$ cat config.mk
export PLATFORM = sky130hd
export DESIGN_NAME = sdc_ctrl
export DESIGN_NICKNAME = d
export VERILOG_FILES = /design/src/hw/sdc_pkg.sv /design/src/hw/sdc_ctrl.sv
export SDC_FILE = /design/constraint.sdc
export NUM_CORES = 1
export LEC_CHECK = 0
export BUFFER_PORTS_ARGS = -buffer_cell sky130_fd_sc_hd__clkbuf_2
export CORE_MARGIN = 2
export CORE_UTILIZATION = 45
export CTS_CLUSTER_DIAMETER = 30
export DETAILED_ROUTE_END_ITERATION = 6
export PLACE_DENSITY = 0.73
export SLEW_MARGIN = 20
export SYNTH_ARGS = -nofsm -noshare
export SYNTH_HDL_FRONTEND = slang
export SYNTH_SLANG_ARGS = --single-unit
$ cat constraint.sdc
create_clock -name clk -period 10.9 [get_ports clk]
set_input_delay 1.635 -clock clk [delete_from_list [all_inputs] [get_ports clk]]
set_output_delay 1.635 -clock clk [all_outputs]
set_load 0.005 [all_outputs]
$ cat src/hw/sdc_pkg.sv
package sdc_pkg;
  // Geometry
  localparam int SDC_ROW_W  = 11;
  localparam int SDC_COL_W  = 8;
  localparam int SDC_BANK_W = 2;
  localparam int SDC_DATA_W = 32;
  localparam int SDC_MASK_W = 4;
  localparam int SDC_ROWS   = 2048;
  localparam int SDC_COLS   = 256;
  localparam int SDC_AP_BIT = 10;

  // Command codes {row strobe, column strobe, write strobe}, active low
  localparam logic [2:0] SDC_CMD_NOP   = 3'h7;
  localparam logic [2:0] SDC_CMD_ACT   = 3'h3;
  localparam logic [2:0] SDC_CMD_READ  = 3'h5;
  localparam logic [2:0] SDC_CMD_WRITE = 3'h4;
  localparam logic [2:0] SDC_CMD_BST   = 3'h6;
  localparam logic [2:0] SDC_CMD_PRE   = 3'h2;
  localparam logic [2:0] SDC_CMD_REF   = 3'h1;
  localparam logic [2:0] SDC_CMD_MRS   = 3'h0;

  // Mode word fields
  localparam int SDC_MR_BL_LSB  = 0;
  localparam int SDC_MR_BT_BIT  = 3;
  localparam int SDC_MR_CL_LSB  = 4;
  localparam int SDC_MR_WB_BIT  = 9;
  localparam logic [10:0] SDC_MR_RESET = 11'h022;

  // Read latency codes; two sampler flops sit ahead of the capture
  localparam logic [2:0] SDC_CL2     = 3'h2;
  localparam logic [2:0] SDC_CL3     = 3'h3;
  localparam logic [2:0] SDC_RD_PIPE = 3'h2;

  // Refresh: 4096 rows in 64 ms (standard) or 16 ms (extended)
  localparam int SDC_REF_ROWS     = 4096;
  localparam int SDC_REF_STD_MS   = 64;
  localparam int SDC_REF_EXT_MS   = 16;
  localparam int SDC_CLK_KHZ      = 250000;
  localparam int SDC_REF_STD_CYC  = (SDC_REF_STD_MS * SDC_CLK_KHZ) / SDC_REF_ROWS;
  localparam int SDC_REF_EXT_CYC  = (SDC_REF_EXT_MS * SDC_CLK_KHZ) / SDC_REF_ROWS;

  // Controller register byte offsets
  localparam logic [5:0] SDC_OFS_CMD   = 6'h00;
  localparam logic [5:0] SDC_OFS_ADDR  = 6'h04;
  localparam logic [5:0] SDC_OFS_WDATA = 6'h08;
  localparam logic [5:0] SDC_OFS_RDATA = 6'h0c;
  localparam logic [5:0] SDC_OFS_STAT  = 6'h10;
  localparam logic [5:0] SDC_OFS_CTRL  = 6'h14;

  // CMD register fields
  localparam int SDC_CMDF_CODE_LSB = 0;
  localparam int SDC_CMDF_MASK_LSB = 4;
  localparam int SDC_CMDF_CS_BIT   = 8;
  // ADDR register fields
  localparam int SDC_ADF_BANK_LSB  = 16;
  // CTRL register fields
  localparam int SDC_CTF_CKE_BIT   = 0;
  localparam int SDC_CTF_REFEN_BIT = 1;
  localparam int SDC_CTF_EXT_BIT   = 2;
  localparam int SDC_CTF_CL3_BIT   = 3;

  localparam logic [1:0] SDC_RESP_OKAY   = 2'h0;
  localparam logic [1:0] SDC_RESP_SLVERR = 2'h2;

  typedef struct packed {
    logic                  cs_n;
    logic                  ras_n;
    logic                  cas_n;
    logic                  we_n;
    logic [SDC_BANK_W-1:0] bank_select;
    logic [SDC_ROW_W-1:0]  address_bus;
    logic [SDC_MASK_W-1:0] byte_mask;
  } sdc_cmd_t;

  typedef enum logic [1:0] {SDC_IDLE, SDC_REFRESH, SDC_WAIT_RD} sdc_state_t;
endpackage
$ cat src/hw/sdc_ctrl.sv
`timescale 1ns/1ns
module sdc_ctrl
  import sdc_pkg::*;
#(
  parameter int REF_STD_CYC = SDC_REF_STD_CYC,
  parameter int REF_EXT_CYC = SDC_REF_EXT_CYC
)
(
  // Clock, reset, enable
  input  wire logic                  clk,
  input  wire logic                  reset,
  input  wire logic                  ce,
  // AXI4-Lite write
  input  wire logic [5:0]            s_awaddr,
  input  wire logic                  s_awvalid,
  output logic                       s_awready,
  input  wire logic [31:0]           s_wdata,
  input  wire logic [3:0]            s_wstrb,
  input  wire logic                  s_wvalid,
  output logic                       s_wready,
  output logic [1:0]                 s_bresp,
  output logic                       s_bvalid,
  input  wire logic                  s_bready,
  // AXI4-Lite read
  input  wire logic [5:0]            s_araddr,
  input  wire logic                  s_arvalid,
  output logic                       s_arready,
  output logic [31:0]                s_rdata,
  output logic [1:0]                 s_rresp,
  output logic                       s_rvalid,
  input  wire logic                  s_rready,
  // Memory pins
  output sdc_pkg::sdc_cmd_t          mem_cmd,
  output logic                       mem_cke,
  output logic [SDC_DATA_W-1:0]      data_lines_o,
  output logic                       data_lines_oe_n,
  input  wire logic [SDC_DATA_W-1:0] data_lines_i
);
  import sdc_pkg::*;

  localparam sdc_cmd_t CMD_IDLE = '{cs_n: 1'b1, ras_n: 1'b1, cas_n: 1'b1, we_n: 1'b1,
                                    bank_select: '0, address_bus: '0, byte_mask: '1};

  // Register state
  sdc_cmd_t             cmd_reg,   cmd_next;
  logic                 cke_reg,   cke_next;
  logic [31:0]          wd_reg,    wd_next;
  logic                 oe_n_reg,  oe_n_next;
  logic [31:0]          rd_reg,    rd_next;
  logic [31:0]          addr_reg,  addr_next;
  logic [3:0]           ctrl_reg,  ctrl_next;
  logic [8:0]           op_reg,    op_next;
  logic                 busy_reg,  busy_next;
  logic                 rdv_reg,   rdv_next;
  sdc_state_t           st_reg,    st_next;
  logic [2:0]           lat_reg,   lat_next;
  logic [31:0]          refc_reg,  refc_next;
  logic                 refp_reg,  refp_next;
  logic [15:0]          refn_reg,  refn_next;
  logic                 aw_reg,    aw_next;
  logic                 w_reg,     w_next;
  logic [5:0]           awa_reg,   awa_next;
  logic [31:0]          wdh_reg,   wdh_next;
  logic                 bv_reg,    bv_next;
  logic [1:0]           br_reg,    br_next;
  logic                 arr_reg,   arr_next;
  logic                 rv_reg,    rv_next;
  logic [31:0]          rdt_reg,   rdt_next;
  logic [1:0]           rr_reg,    rr_next;
  logic [SDC_DATA_W-1:0] dq_s1_reg, dq_s2_reg;

  logic       issue;
  logic [2:0] issue_code;
  logic [2:0] lat_cfg;
  logic [31:0] ref_lim;

  assign lat_cfg = ctrl_reg[SDC_CTF_CL3_BIT] ? SDC_CL3 : SDC_CL2;
  assign ref_lim = ctrl_reg[SDC_CTF_EXT_BIT] ? REF_EXT_CYC : REF_STD_CYC;

  always_comb
  begin
    aw_next   = aw_reg;
    w_next    = w_reg;
    awa_next  = awa_reg;
    wdh_next  = wdh_reg;
    bv_next   = bv_reg;
    br_next   = br_reg;
    arr_next  = arr_reg;
    rv_next   = rv_reg;
    rdt_next  = rdt_reg;
    rr_next   = rr_reg;
    addr_next = addr_reg;
    ctrl_next = ctrl_reg;
    wd_next   = wd_reg;
    op_next   = op_reg;
    issue     = 1'b0;
    issue_code = SDC_CMD_NOP;
    if (s_awvalid && !aw_reg && !bv_reg)
    begin
      aw_next  = 1'b1;
      awa_next = s_awaddr;
    end
    if (s_wvalid && !w_reg && !bv_reg)
    begin
      w_next   = 1'b1;
      wdh_next = s_wdata;
    end
    if (aw_reg && w_reg && !bv_reg)
    begin
      aw_next = 1'b0;
      w_next  = 1'b0;
      bv_next = 1'b1;
      br_next = SDC_RESP_OKAY;
      case (awa_reg)
        SDC_OFS_CMD:
        begin
          if (busy_reg || st_reg != SDC_IDLE)
            br_next = SDC_RESP_SLVERR;
          else
          begin
            issue      = 1'b1;
            issue_code = wdh_reg[SDC_CMDF_CODE_LSB +: 3];
            op_next    = wdh_reg[SDC_CMDF_CODE_LSB +: 9];
          end
        end
        SDC_OFS_ADDR:  addr_next = wdh_reg;
        SDC_OFS_WDATA: wd_next   = wdh_reg;
        SDC_OFS_CTRL:  ctrl_next = wdh_reg[3:0];
        default:       br_next   = SDC_RESP_SLVERR;
      endcase
    end
    if (bv_reg && s_bready)
      bv_next = 1'b0;
    arr_next = 1'b0;
    if (s_arvalid && !rv_reg && !arr_reg)
      arr_next = 1'b1;
    // Answer only after the address handshake
    if (s_arvalid && arr_reg)
    begin
      rv_next  = 1'b1;
      rr_next  = SDC_RESP_OKAY;
      case (s_araddr)
        SDC_OFS_CMD:   rdt_next = {23'h0, op_reg};
        SDC_OFS_ADDR:  rdt_next = addr_reg;
        SDC_OFS_WDATA: rdt_next = wd_reg;
        SDC_OFS_RDATA: rdt_next = rd_reg;
        SDC_OFS_STAT:  rdt_next = {refn_reg, 13'h0, refp_reg, rdv_reg, busy_reg};
        SDC_OFS_CTRL:  rdt_next = {28'h0, ctrl_reg};
        default:
        begin
          rdt_next = 32'h0;
          rr_next  = SDC_RESP_SLVERR;
        end
      endcase
    end
    if (rv_reg && s_rready)
      rv_next = 1'b0;
  end

  // Pin sequencing
  always_comb
  begin
    cmd_next  = CMD_IDLE;
    cke_next  = ctrl_reg[SDC_CTF_CKE_BIT];
    oe_n_next = 1'b1;
    busy_next = busy_reg;
    rdv_next  = rdv_reg;
    rd_next   = rd_reg;
    st_next   = st_reg;
    lat_next  = lat_reg;
    refc_next = refc_reg;
    refp_next = refp_reg;
    refn_next = refn_reg;
    if (issue && cke_reg)
    begin
      cmd_next.cs_n = 1'b0;
      {cmd_next.ras_n, cmd_next.cas_n, cmd_next.we_n} = issue_code;
      cmd_next.byte_mask = wdh_reg[SDC_CMDF_MASK_LSB +: SDC_MASK_W];
      cmd_next.bank_select = addr_reg[SDC_ADF_BANK_LSB +: SDC_BANK_W];
      cmd_next.address_bus = addr_reg[SDC_ROW_W-1:0];
      if (wdh_reg[SDC_CMDF_CS_BIT])
        cmd_next.cs_n = 1'b1;
      if (issue_code == SDC_CMD_WRITE)
        oe_n_next = 1'b0;
      if (issue_code == SDC_CMD_READ && !wdh_reg[SDC_CMDF_CS_BIT])
      begin
        busy_next = 1'b1;
        rdv_next  = 1'b0;
        lat_next  = lat_cfg + SDC_RD_PIPE;
        st_next   = SDC_WAIT_RD;
      end
      if (issue_code == SDC_CMD_REF)
        refp_next = 1'b0;
    end
    else if (st_reg == SDC_IDLE && refp_reg && ctrl_reg[SDC_CTF_REFEN_BIT] && cke_reg)
    begin
      cmd_next.cs_n = 1'b0;
      {cmd_next.ras_n, cmd_next.cas_n, cmd_next.we_n} = SDC_CMD_REF;
      refp_next = 1'b0;
      refn_next = refn_reg + 16'h1;
    end
    // Counted last so a new interval beats a clear in the same cycle
    if (ctrl_reg[SDC_CTF_REFEN_BIT])
    begin
      if (refc_reg >= ref_lim - 1)
      begin
        refc_next = 32'h0;
        refp_next = 1'b1;
      end
      else
        refc_next = refc_reg + 32'h1;
    end
    case (st_reg)
      SDC_IDLE:    ;
      SDC_WAIT_RD:
      begin
        if (cke_reg)
        begin
          // Data leaves the two-flop sampler two edges late
          if (lat_reg == 3'h0)
          begin
            rd_next   = dq_s2_reg;
            rdv_next  = 1'b1;
            busy_next = 1'b0;
            st_next   = SDC_IDLE;
          end
          else
            lat_next = lat_reg - 3'h1;
        end
      end
      default: st_next = SDC_IDLE;
    endcase
  end

  always_ff @(posedge clk or posedge reset)
  begin
    if (reset)
    begin
      cmd_reg   <= CMD_IDLE;
      cke_reg   <= 1'b0;
      wd_reg    <= 32'h0;
      oe_n_reg  <= 1'b1;
      rd_reg    <= 32'h0;
      addr_reg  <= 32'h0;
      ctrl_reg  <= 4'h0;
      op_reg    <= 9'h0;
      busy_reg  <= 1'b0;
      rdv_reg   <= 1'b0;
      st_reg    <= SDC_IDLE;
      lat_reg   <= 3'h0;
      refc_reg  <= 32'h0;
      refp_reg  <= 1'b0;
      refn_reg  <= 16'h0;
      aw_reg    <= 1'b0;
      w_reg     <= 1'b0;
      awa_reg   <= 6'h0;
      wdh_reg   <= 32'h0;
      bv_reg    <= 1'b0;
      br_reg    <= 2'h0;
      arr_reg   <= 1'b0;
      rv_reg    <= 1'b0;
      rdt_reg   <= 32'h0;
      rr_reg    <= 2'h0;
      dq_s1_reg <= '0;
      dq_s2_reg <= '0;
    end
    else if (ce)
    begin
      cmd_reg   <= cmd_next;
      cke_reg   <= cke_next;
      wd_reg    <= wd_next;
      oe_n_reg  <= oe_n_next;
      rd_reg    <= rd_next;
      addr_reg  <= addr_next;
      ctrl_reg  <= ctrl_next;
      op_reg    <= op_next;
      busy_reg  <= busy_next;
      rdv_reg   <= rdv_next;
      st_reg    <= st_next;
      lat_reg   <= lat_next;
      refc_reg  <= refc_next;
      refp_reg  <= refp_next;
      refn_reg  <= refn_next;
      aw_reg    <= aw_next;
      w_reg     <= w_next;
      awa_reg   <= awa_next;
      wdh_reg   <= wdh_next;
      bv_reg    <= bv_next;
      br_reg    <= br_next;
      arr_reg   <= arr_next;
      rv_reg    <= rv_next;
      rdt_reg   <= rdt_next;
      rr_reg    <= rr_next;
      dq_s1_reg <= data_lines_i;
      dq_s2_reg <= dq_s1_reg;
    end
  end

  assign mem_cmd         = cmd_reg;
  assign mem_cke         = cke_reg;
  assign data_lines_o    = wd_reg;
  assign data_lines_oe_n = oe_n_reg;
  assign s_awready       = aw_reg;
  assign s_wready        = w_reg;
  assign s_bvalid        = bv_reg;
  assign s_bresp         = br_reg;
  assign s_arready       = arr_reg;
  assign s_rvalid        = rv_reg;
  assign s_rdata         = rdt_reg;
  assign s_rresp         = rr_reg;

  AST_IDLE_DESELECT: assert property (@(posedge clk) disable iff (reset)
    (ce && !issue && !(st_reg == SDC_IDLE && refp_reg && ctrl_reg[SDC_CTF_REFEN_BIT] && cke_reg))
    |=> mem_cmd.cs_n || $past(!ce))
    else $error("chip select asserted without a command");
  AST_WRITE_DRIVE: assert property (@(posedge clk) disable iff (reset)
    (!data_lines_oe_n) |-> ({mem_cmd.ras_n, mem_cmd.cas_n, mem_cmd.we_n} == SDC_CMD_WRITE))
    else $error("data driven outside a write");
  AST_READ_LAT: assert property (@(posedge clk) disable iff (reset)
    (ce && issue && issue_code == SDC_CMD_READ && !wdh_reg[SDC_CMDF_CS_BIT] && cke_reg)
    |=> busy_reg && !rdv_reg)
    else $error("read not tracked");
  AST_REF_CLEAR: assert property (@(posedge clk) disable iff (reset)
    (mem_cmd.cs_n == 1'b0 && {mem_cmd.ras_n, mem_cmd.cas_n, mem_cmd.we_n} == SDC_CMD_REF
     && $past(refp_reg) && $past(ce)) |-> !refp_reg || $past(refc_reg) >= $past(ref_lim) - 1)
    else $error("refresh request not cleared");
  AST_BRESP_HOLD: assert property (@(posedge clk) disable iff (reset)
    (s_bvalid && !s_bready) |=> s_bvalid || $past(!ce))
    else $error("write response dropped");
  AST_CMD_BANK: assert property (@(posedge clk) disable iff (reset)
    ($past(ce) && $past(issue) && $past(cke_reg) && !mem_cmd.cs_n)
    |-> mem_cmd.bank_select == $past(addr_reg[SDC_ADF_BANK_LSB +: SDC_BANK_W]))
    else $error("bank select mismatch");
  AST_CMD_CODE: assert property (@(posedge clk) disable iff (reset)
    ($past(ce) && $past(issue) && $past(cke_reg) && !mem_cmd.cs_n)
    |-> {mem_cmd.ras_n, mem_cmd.cas_n, mem_cmd.we_n} == $past(issue_code))
    else $error("command strobes mismatch");
  AST_ROW_ADDR: assert property (@(posedge clk) disable iff (reset)
    ($past(ce) && $past(issue) && $past(cke_reg) && !mem_cmd.cs_n)
    |-> mem_cmd.address_bus == $past(addr_reg[SDC_ROW_W-1:0]))
    else $error("address mismatch");
endmodule

Yosys cells after proc, flatten, opt, wreduce, memory -nomap -nowiden:

Index checks and enable logic that the tools add are counted.

* bits in registers: 331
* input port bits: 88

* add/subtract/negate cells: 5
* magnitude comparators: 1
* equality and inequality tests: 12
* multiplexer cells: 53
* bitwise logic cells: 2
* reduce and logical (&&, ||, !) cells: 49

Operators by type and width (count)
* $pmux 32 s6: 1
* $add 32x1->32 const B: 1
* $ge 32x32->1: 1
* $mux 32: 1
* $mux 1: 31
* $mux 3: 8
* $eq 6x4->1 const B: 3
* $eq 6x5->1 const B: 3
* $reduce_and 2->1: 9
* $mux 17: 1
* $add 16x1->16 const B: 1
* $logic_and 1x1->1: 16
* $sub 12x1->13 const B: 1
* $eq 6x3->1 const B: 2
* $logic_not 6->1: 2
* $mux 12: 1
* $mux 2: 6
* $reduce_and 3->1: 4
* $reduce_bool 2->1: 5
* $mux 4: 2
* $pmux 2 s2: 2
* $reduce_and 4->1: 2
* $eq 3x3->1 const B: 2
* $logic_not 1->1: 6
* other kinds (10): 11

Logic depth before layout (Yosys ltp):

Gate-level depths: netlist (run 1).

* depth after elaboration: 12
* depth in mapped cells: 9

Worst setup path after synthesis (run 1):

OpenSTA, ideal clock, no wires.

* kind: input to register
* from: in ce
* to: reg addr_reg[0]
* library setup time: 0.125 ns
* arrival time: 2.851 ns
* required time: 10.775 ns
* slack: 7.924 ns
* stages: 5
* path through: buf_4 -> nand3b_1 -> nor3_2 -> buf_2 -> mux2_2

* longest elaborated chain between the ends: 1

Ends and longest elaborated chain
* start, declared: RTL line sdc_ctrl.sv:12 `input wire logic ce,`
* $reduce_and 3->1 (no source line)
* end signal, assigned: RTL line sdc_ctrl.sv:274 `addr_reg <= addr_next;`
* end, declared: RTL line sdc_ctrl.sv:50 `logic [31:0] addr_reg, addr_next;`

Every way passes these cells.
A chain may end at the register's enable or synchronous reset.

Final worst setup path (run 1):

* from: in ce
* to: reg op_reg[0]

* longest elaborated chain between the ends: 1

Ends and longest elaborated chain
* $reduce_and 4->1 (no source line)
* end signal, assigned: RTL line sdc_ctrl.sv:276 `op_reg <= op_next;`
* end, declared: RTL line sdc_ctrl.sv:52 `logic [8:0] op_reg, op_next;`

Every way passes these cells.

==> metrics, run 1 <==
CP endpoint kind flop; most numerous cell in the Yosys netlist dfrtp_1; Post-synth EDFFs 0; pre-CTS WS 6.09 ns; maximum VDD drop 0.178 mV; Period Utilization, post-route 39.4%; Startpoint Class primary input; launching point of the worst reg2reg path ctrl_reg[2]; DRC 0; dpl cell area 0.0152 sq mm; status finished, final reports clean; First DRT Iteration DRCs 665; CTS clk-pin slew, worst paths 0.05 ns; layout filler cell count 2427; CTS Hold Bufs 0; worst hold path class reg2reg; worst skew pair latency 0.56 ns; Max Fclk 233 MHz; critical path class in2reg; Post-Synthesis Cell Area 0.0140 sq mm; postcts setup bufs 0; area of the core 0.0306 sq mm; Synth top cells by count dfrtp_1, mux2_2, nor2_1; Final Util 58.4%; worst reg2reg path depth 7; Final ANT Viol Nets 0; CTS Buf Count 74; total power 4.39 mW; #FFs+latches synth 329; nets 1396; worst path arrival time 4.72 ns; Leak 8.49 nW; PostCTS Resize Cnt 0; reg-to-reg slack, setup 8.32 ns; setup violators final 0; Final TNS setup 0 ns; Final GP Congestion 0.846; Vias/cell 5.53; antenna violations before repair 1; pwr/cell area 245 mW/mm^2; share of cells above drive strength 1 41.2%; RSZ-0062 raised after global routing false; CTS sink cnt 329; CTS root buf clkbuf_16; final hold violations 0; WL per Instance 20.1 microns; CTS tree yes; Syn Inst Count 1087; # H-tree levels 3; Total Routing Usage GR 22.2%; # IOs 184; input/output buffers 177; Initial Util 45.6%; ys async rst share 100%; Yosys top cell area share 57.4%; diode count 0; CP max FO 64; top cells by area, synth dfrtp_1, mux2_2, nor2_1; Detailed Place HPWL 22.2 mm; Via Count 9708; first-pass GRT wire length 57.1 mm; Die Y 180 microns; WHS Endpoint s_bresp[1]; max-slew violation count 0; Clock Skew 0.0268 ns; Overflow after GRT 0; vias in the first global route 10.4k; Area Growth Syn to Fin 28.1%; Die ar. 0.0324 sq mm; clk buf depth 3; post-synth top area cell dfrtp_1; Pre-antenna DRT Iters 5; hold-critical path depth 2; final worst slack 6.60 ns; row count 64; Req. time, crit path 11.32 ns; RR Endpoint refc_reg[3]; Die W 180 microns; Final Critical Period 4.30 ns; Syn Area/Cell 12.8 sq um; Slew headroom 27.8%; Synthesis Warnings 0; post-synthesis sequential area ratio 59.1%; largest net degree at the start of global routing 95; Worst Tran Pin Value 1.08 ns; Post-synth top flop dfrtp_1; Unique masters post-synth 55; post-route cell area 0.0179 sq mm; DRT Wirelength 35.3 mm; maxcap violations 0; launch point of the worst hold path s_bresp[1]
==> cell usage in the layout (no fill, tap or decap), types with 18 or more instances in the layout <==
master     instances
mux2i_1           25
nand4_1           18
xnor2_1           23
nand2_1           71
clkbuf_2         176
o21ai_1           31
clkbuf_16         79
dfrtp_1          320
nand3_1           20
nor2_1            75
mux2_2           210
a221oi_1          24
==> per-stage QoR <==
step | hold slack, ns | cells
floorplan | 0.446 | 1088
global placement | 0.467 | 1618
detailed placement | 0.472 | 1618
CTS | 0.481 | 1755
global route | 0.501 | 1755
finish | 0.478 | 1755
==> worst max-delay path: stages <==
cell and delay, ns:
buf_4 0.31, buf_4 0.71, clkinv_1 0.86, nor3_4 0.71
mux2_2 0.39
==> report_power, final <==
group / leakage (nW) / internal [mW] / total, mW / switching (mW)
sequential: 4.29 / 1.44 / 1.64 / 0.195
clock: 1.29 / 1.61 / 2.30 / 0.693
combinational: 2.92 / 0.248 / 0.444 / 0.196
==> metal layers <==
| metal | share of wire [%] | wire length [microns] | track usage [%] | up-vias |
|---|---|---|---|---|
| met5 | 0.037 | 13 | 0 | - |
| met2 | 46 | 16400 | 34.4 | 331 |
| li1 | - | - | - | 4348 |
| met1 | 44 | 15400 | 29.3 | 4949 |
| met4 | 2.8 | 1000 | 8.84 | 2 |
| met3 | 7.0 | 2480 | 6.73 | 78 |
==> logic make-up after synthesis <==
family	count (synthesis)	share of synthesized area, %
DFF	329	59.1
adders and majority gates	10	0.897
xor gates and xnor gates	40	2.51
and+or+nand+nor	261	9.67
other	1	0.0269
buffers and inverters	74	2.37
muxes	235	18.7
AOI/OAI and AO/OA	137	6.71
==> area by class of cell <==
cell class	count	area (sq um)	share of cell area, %
clock buffer	99	2170	12.2
clock inverter	38	474	2.65
inverter	17	71.3	0.399
multi-input combinational	685	5410	30.3
sequential	329	8240	46.1
tap	396	495	2.77
timing repair buffer	191	1000	5.60
==> how the worst max path moves through the flow <==
stage | startpoint | to | slack [ns] | depth (start not counted)
floorplan | reset | addr_reg[0] | 0.17 | 1
global placement | ce | op_reg[6] | 6.11 | 5
detailed placement | ce | op_reg[3] | 6.09 | 5
CTS | ce | op_reg[0] | 6.64 | 5
global route | ce | op_reg[0] | 6.43 | 5
finish | ce | op_reg[0] | 6.60 | 5
Power figures use the tool's default switching activity.
==> run 2: changes to the inputs <==
==> constraint.sdc (replaced) <==
create_clock -name clk -period 3.7 [get_ports clk]
set_input_delay 0.555 -clock clk [delete_from_list [all_inputs] [get_ports clk]]
set_output_delay 0.555 -clock clk [all_outputs]
set_load 0.005 [all_outputs]
==> run 2 against run 1 <==
  * Global-route usage decreased by 0.50 points
  * Flip-flop and latch count stayed put
  * Via count shrank 0.24%
  * Clock-buffer cell count down 14
  * Critical path depth did not move
  * Non-clock buffer count increased by 8
  * Largest power group unchanged
  * Highest routed layer is now met4
==> metrics, run 2 (same netlist as run 1, synthesis figures left out) <==
Slew headroom 30.4% (was 27.8%); slowest stage delay, CP 0.80 ns (was 0.86 ns); final hold violations 0 (unchanged); worst hold path class in2async (was reg2reg); Final Critical Period 2.58 ns; nets 1400 (was 1396); Final TNS setup 0 ns (unchanged); # IOs 184 (unchanged); critical path class reg2reg (was in2reg); Overflow after GRT 0 (unchanged); Max Fclk 388 MHz; setup violators final 0 (unchanged); Internal Pwr Total 9.01 mW (was 3.30 mW); Req. time, crit path 4.12 ns (was 11.32 ns); most common cell after layout, fill and taps aside dfrtp_1 (unchanged); clock network fraction of total power 49.3% (was 52.5%); CTS root buf clkbuf_16 (unchanged); clk buf depth 3 (unchanged); Startpoint Class flop (was primary input); RSZ-0062 raised after global routing false (unchanged); # H-tree levels 3 (unchanged); largest net degree at the start of global routing 139 (was 95); share of cells above drive strength 1 41.1% (was 41.2%); CTS clk-pin slew, worst paths 0.04 ns (was 0.05 ns); Pre-antenna DRT Iters 5 (unchanged); input/output buffers 177 (unchanged); Initial Util 45.6% (unchanged); Leak 8.39 nW (was 8.49 nW); Die ar. 0.0324 sq mm (unchanged); Die W 180 microns (unchanged); Clock Skew 0.0334 ns (was 0.0268 ns); CTS tree yes (unchanged); CP max FO 10 (was 64); DRT Wirelength 34.9 mm (was 35.3 mm); CTS sink cnt 329 (unchanged); pwr/cell area 687 mW/mm^2 (was 245 mW/mm^2); Die Y 180 microns (unchanged); Total Routing Usage GR 21.7% (was 22.2%); Area Growth Syn to Fin 26.5% (was 28.1%); worst path arrival time 3.01 ns (was 4.72 ns); WL per Instance 19.9 microns (was 20.1 microns); layout filler cell count 2475 (was 2427); crit-path cells nor3_1, nand4_1, nor3_2, o21ai_0, a21o_1 (was buf_4, buf_4, clkinv_1, nor3_4, mux2_2); worst hold slack 0.0550 ns (was 0.478 ns); Post-Place Cells 1626 (was 1618); CP bufs+invs 0 (was 3); CTS Buf Count 70 (was 74); CTS Hold Bufs 0 (unchanged); fin cells 1750 (was 1755); postcts setup bufs 0 (unchanged); critical path's slowest cell nor3_2 (was clkinv_1); PostCTS Resize Cnt 0 (unchanged); combinational share of power 10.8% (was 10.1%); Flop pwr share 39.9% (was 37.4%); Top delay family on crit path simple AND/OR/NAND/NOR gates (was buffers and inverters); first-pass GRT wire length 55.8 mm (was 57.1 mm); diode count 0 (unchanged); worst skew pair latency 0.57 ns (was 0.56 ns); max-slew violation count 0 (unchanged); Period Utilization, post-route 69.7%; Final ANT Viol Nets 0 (unchanged); Worst Tran Pin Value 1.04 ns (was 1.08 ns); status finished, final reports clean (unchanged); DRC 0 (unchanged); Final GP Congestion 0.840 (was 0.846); CP endpoint kind flop (unchanged); Vias/cell 5.53 (about the same); sw power 3.12 mW (was 1.08 mW); Sw Share 25.7% (was 24.7%); Via Count 9685 (was 9708); First DRT Iteration DRCs 628 (was 665); row count 64 (unchanged); vias in the first global route 10.1k (was 10.4k); maximum VDD drop 0.371 mV (was 0.178 mV); Detailed Place HPWL 22.7 mm (was 22.2 mm); most frequent cells in the layout dfrtp_1, mux2_2, clkbuf_2 (unchanged); area of the core 0.0306 sq mm (unchanged); maxcap violations 0 (unchanged); antenna violations before repair 0 (was 1)
## run 2: changes by cell type in the layout (fill, tap and decap cells not counted), moves of 4 or more
cell	delta
clkbuf_8	-4
clkinv_2	+8
clkinv_4	-5
buf_4	+5
clkbuf_16	-8
bufinv_16	-4
buf_12	+5
## run 2: final timing paths
| path | startpoint | endpoint | slack [ns] | cells after the start |
|---|---|---|---|---|
| worst min register to register | mem_cmd[17] | mem_cmd[17] | 0.48 | 2 |
| worst max-delay path | awa_reg[1] | refp_reg | 1.12 | 5 |
| worst max register to register | awa_reg[1] | refp_reg | 1.12 | 5 |
| worst min-delay path | reset | awa_reg[5] | 0.06 | 2 |
| min in group clk | s_rready | s_rvalid | 0.19 | 2 |
| max in group asynchronous | reset | wdh_reg[18] | 2.50 | 3 |
## run 2: final cells by class
type	count	area, sq um	area share [%]
well taps	396	495	2.81
inverters	17	67.6	0.383
clock inverters	39	407	2.30
clock buffers	85	1910	10.8
repair buffers	199	1120	6.32
multi-input cells	685	5410	30.7
flip-flops and latches	329	8240	46.7
## run 2: through the flow
stage,power (mW),instance area [sq um],utilization [%],worst slack (ns)
floorplan,5.55,14000,-,-1.24
global placement,6.11,15300,50.1,1.03
detailed placement,6.19,15300,50.1,1.03
CTS,12.2,17700,57.7,1.13
global route,12.7,17700,57.7,0.903
finish,12.1,17700,57.7,1.12
## run 2: layer usage
metal | track usage (%) | vias up | routed length (microns)
met5 | 0 | - | 0
met4 | 9.35 | 0 | 1010
met3 | 6.27 | 75 | 2590
met2 | 34.1 | 337 | 16600
met1 | 28.1 | 4928 | 14700
li1 | - | 4345 | -
## run 2: power by group through the flow
stage               logic (mW)  clock network [mW]  registers, mW
detailed placement        1.32                   0           4.87
global route              1.46                6.27           4.92
finish                    1.31                5.99           4.84
CTS                       1.33                6.08           4.83
floorplan                0.887                   0           4.66
global placement          1.27                   0           4.84
## run 2: worst register-to-register path: cells and delay by family (launching register included)
family,cells,cell delay [ns]
and+or+nand+nor,3,1.66
AOI/OAI and AO/OA,2,0.43
DFF,1,0.37
==> run 3: changes to the inputs <==
--- a/config.mk
+++ b/config.mk
@@ -10,7 +10,7 @@
 export CORE_UTILIZATION = 45
 export CTS_CLUSTER_DIAMETER = 30
 export DETAILED_ROUTE_END_ITERATION = 6
-export PLACE_DENSITY = 0.73
+export PLACE_DENSITY = 0.71
 export SLEW_MARGIN = 20
 export SYNTH_ARGS = -nofsm -noshare
 export SYNTH_HDL_FRONTEND = slang
==> constraint.sdc (replaced) <==
create_clock -name clk -period 2.67 [get_ports clk]
set_input_delay 0.4005 -clock clk [delete_from_list [all_inputs] [get_ports clk]]
set_output_delay 0.4005 -clock clk [all_outputs]
set_load 0.005 [all_outputs]
==> run 3 against run 2 <==
  * First-iteration DRC count down 8.9%
  * Final cell count is 0.74% higher
  * Register-to-register slack worse by 0.73 ns
  * Maximum frequency rose by 13%
  * Wire length is 0.26% higher
  * Critical path type unchanged
==> metrics, run 3 (same netlist as run 1, synthesis figures left out) <==
worst reg2reg path depth 4 (was 5); Final ANT Viol Nets 0 (unchanged); worst path arrival time 2.72 ns (was 3.01 ns); launch point of the worst hold path s_rready; final worst slack 0.392 ns (was 1.12 ns); RSZ-0062 raised after global routing false (unchanged); Detailed Place HPWL 22.6 mm (was 22.7 mm); input/output buffers 177 (unchanged); worst hold slack 0.0470 ns (was 0.0550 ns); crit-path cells nor3_1, nand4_1, nor3_4, mux2_2 (was nor3_1, nand4_1, nor3_2, o21ai_0, a21o_1); Via Count 9616 (was 9685); worst skew pair latency 0.57 ns (about the same); CP max FO 9 (was 10); CP endpoint kind flop (unchanged); antenna violations before repair 2 (was 0); Startpoint Class flop (unchanged); Slew headroom 41.3% (was 30.4%); row count 64 (unchanged); area of the core 0.0306 sq mm (unchanged); Vias/cell 5.45 (was 5.53); routed length on met3 2.21 mm (was 2.59 mm); largest net degree at the start of global routing 81 (was 139); Die Y 180 microns (unchanged); DRT Wirelength 35.0 mm (was 34.9 mm); worst hold path class in2reg (was in2async); # IOs 184 (unchanged); Area Growth Syn to Fin 28.6% (was 26.5%); critical path's slowest cell nor3_4 (was nor3_2); met2 wire len 17.0 mm (was 16.6 mm); CP Launch Point awa_reg[1] (unchanged); maximum VDD drop 0.660 mV (was 0.371 mV); vias in the first global route 10.3k (was 10.1k); slowest stage delay, CP 0.55 ns (was 0.80 ns); Max Fclk 439 MHz (was 388 MHz); pre-CTS WS 0.379 ns (was 1.03 ns); fin cells 1763 (was 1750); most frequent cells in the layout dfrtp_1, mux2_2, clkbuf_2 (unchanged); Final Critical Period 2.28 ns (was 2.58 ns); Worst Tran Pin Value 0.873 ns (was 1.04 ns); share of cells above drive strength 1 41.2% (was 41.1%); pwr/cell area 970 mW/mm^2 (was 687 mW/mm^2); nets 1408 (was 1400); Initial Util 45.6% (unchanged); Period Utilization, post-route 85.3% (was 69.7%); most common cell after layout, fill and taps aside dfrtp_1 (unchanged); status finished, final reports clean (unchanged); launching point of the worst reg2reg path awa_reg[1] (unchanged); setup violators final 0 (unchanged); Max Used Layer met4 (unchanged); met1 wire length 14.7 mm (about the same); # H-tree levels 3 (unchanged); CTS clk-pin slew, worst paths 0.04 ns (about the same); clk buf depth 3 (unchanged); Pre-antenna DRT Iters 5 (unchanged); max-slew violation count 0 (unchanged); CTS Buf Count 68 (was 70); CTS tree yes (unchanged); Req. time, crit path 3.11 ns (was 4.12 ns); Final GP Congestion 0.833 (was 0.840); final hold violations 0 (unchanged); Overflow after GRT 0 (unchanged); Leak 8.51 nW (was 8.39 nW); layout filler cell count 2434 (was 2475); DRC 0 (unchanged); Post-Place Cells 1635 (was 1626); CTS sink cnt 329 (unchanged); maxcap violations 0 (unchanged); Die ar. 0.0324 sq mm (unchanged); hold-critical path depth 2; postcts setup bufs 0 (unchanged); first-pass GRT wire length 56.3 mm (was 55.8 mm); Die W 180 microns (unchanged); First DRT Iteration DRCs 572 (was 628); Total Routing Usage GR 21.9% (was 21.7%); critical path class reg2reg (unchanged); CTS root buf clkbuf_16 (unchanged); Clock Skew 0.0375 ns (was 0.0334 ns); WL per Instance 19.8 microns (was 19.9 microns)
-- run 3: metal layers --
| metal | track usage, % | up-vias |
|---|---|---|
| met5 | 0 | - |
| met4 | 9.39 | 0 |
| met3 | 5.76 | 76 |
| li1 | - | 4357 |
| met1 | 28.0 | 4892 |
| met2 | 35.6 | 291 |
-- run 3: metrics by stage --
step	utilization [%]	instance area [sq um]	total power, mW	setup TNS (ns)
after detailed placement	50.6	15500	8.61	0
after global placement	50.6	15500	8.50	0
after global routing	58.6	17900	18.1	0
final	58.6	17900	17.4	0
after floorplan	-	14000	7.69	-685.42
after CTS	58.6	17900	17.5	0
-- run 3: final timing paths --
| kind | end | slack (ns) |
|---|---|---|
| setup / recovery | op_reg[5] | 0.39 |
| setup reg to reg | op_reg[5] | 0.39 |
| hold reg to reg | dq_s2_reg[28] | 0.48 |
| min in group asynchronous | busy_reg | 0.48 |
| max in group asynchronous | mem_cmd[1] | 1.34 |
| hold / removal | s_rvalid | 0.05 |
-- run 3: power breakdown --
part	switching [mW]	leakage, nW	internal, mW
Sequential	0.794	4.29	5.89
Combinational	0.831	3.04	1.05
Clock	2.79	1.18	6.04
-- run 3: cell type report --
cell class / instances / area, sq um / share of cell area, %
inverter: 17 / 67.6 / 0.377
clock inverter: 32 / 500 / 2.79
antenna: 2 / 5.00 / 0.0279
timing repair buffer: 209 / 1260 / 7.00
sequential: 329 / 8240 / 46.0
clock buffer: 93 / 1960 / 10.9
multi-input combinational: 685 / 5410 / 30.2
tap: 396 / 495 / 2.76
-- run 3: worst max-delay path: cells and delay by family, from the launching register on --
kind             cells  cell delay (ns)
muxes                1             0.40
and+or+nand+nor      3             1.40
DFF                  1             0.38
-- run 3: timing repair --
item | CTS | global route
hold endpoints to repair | 17 | 0
hold buffers | 1 | 0
gates resized for setup | 0 | 0
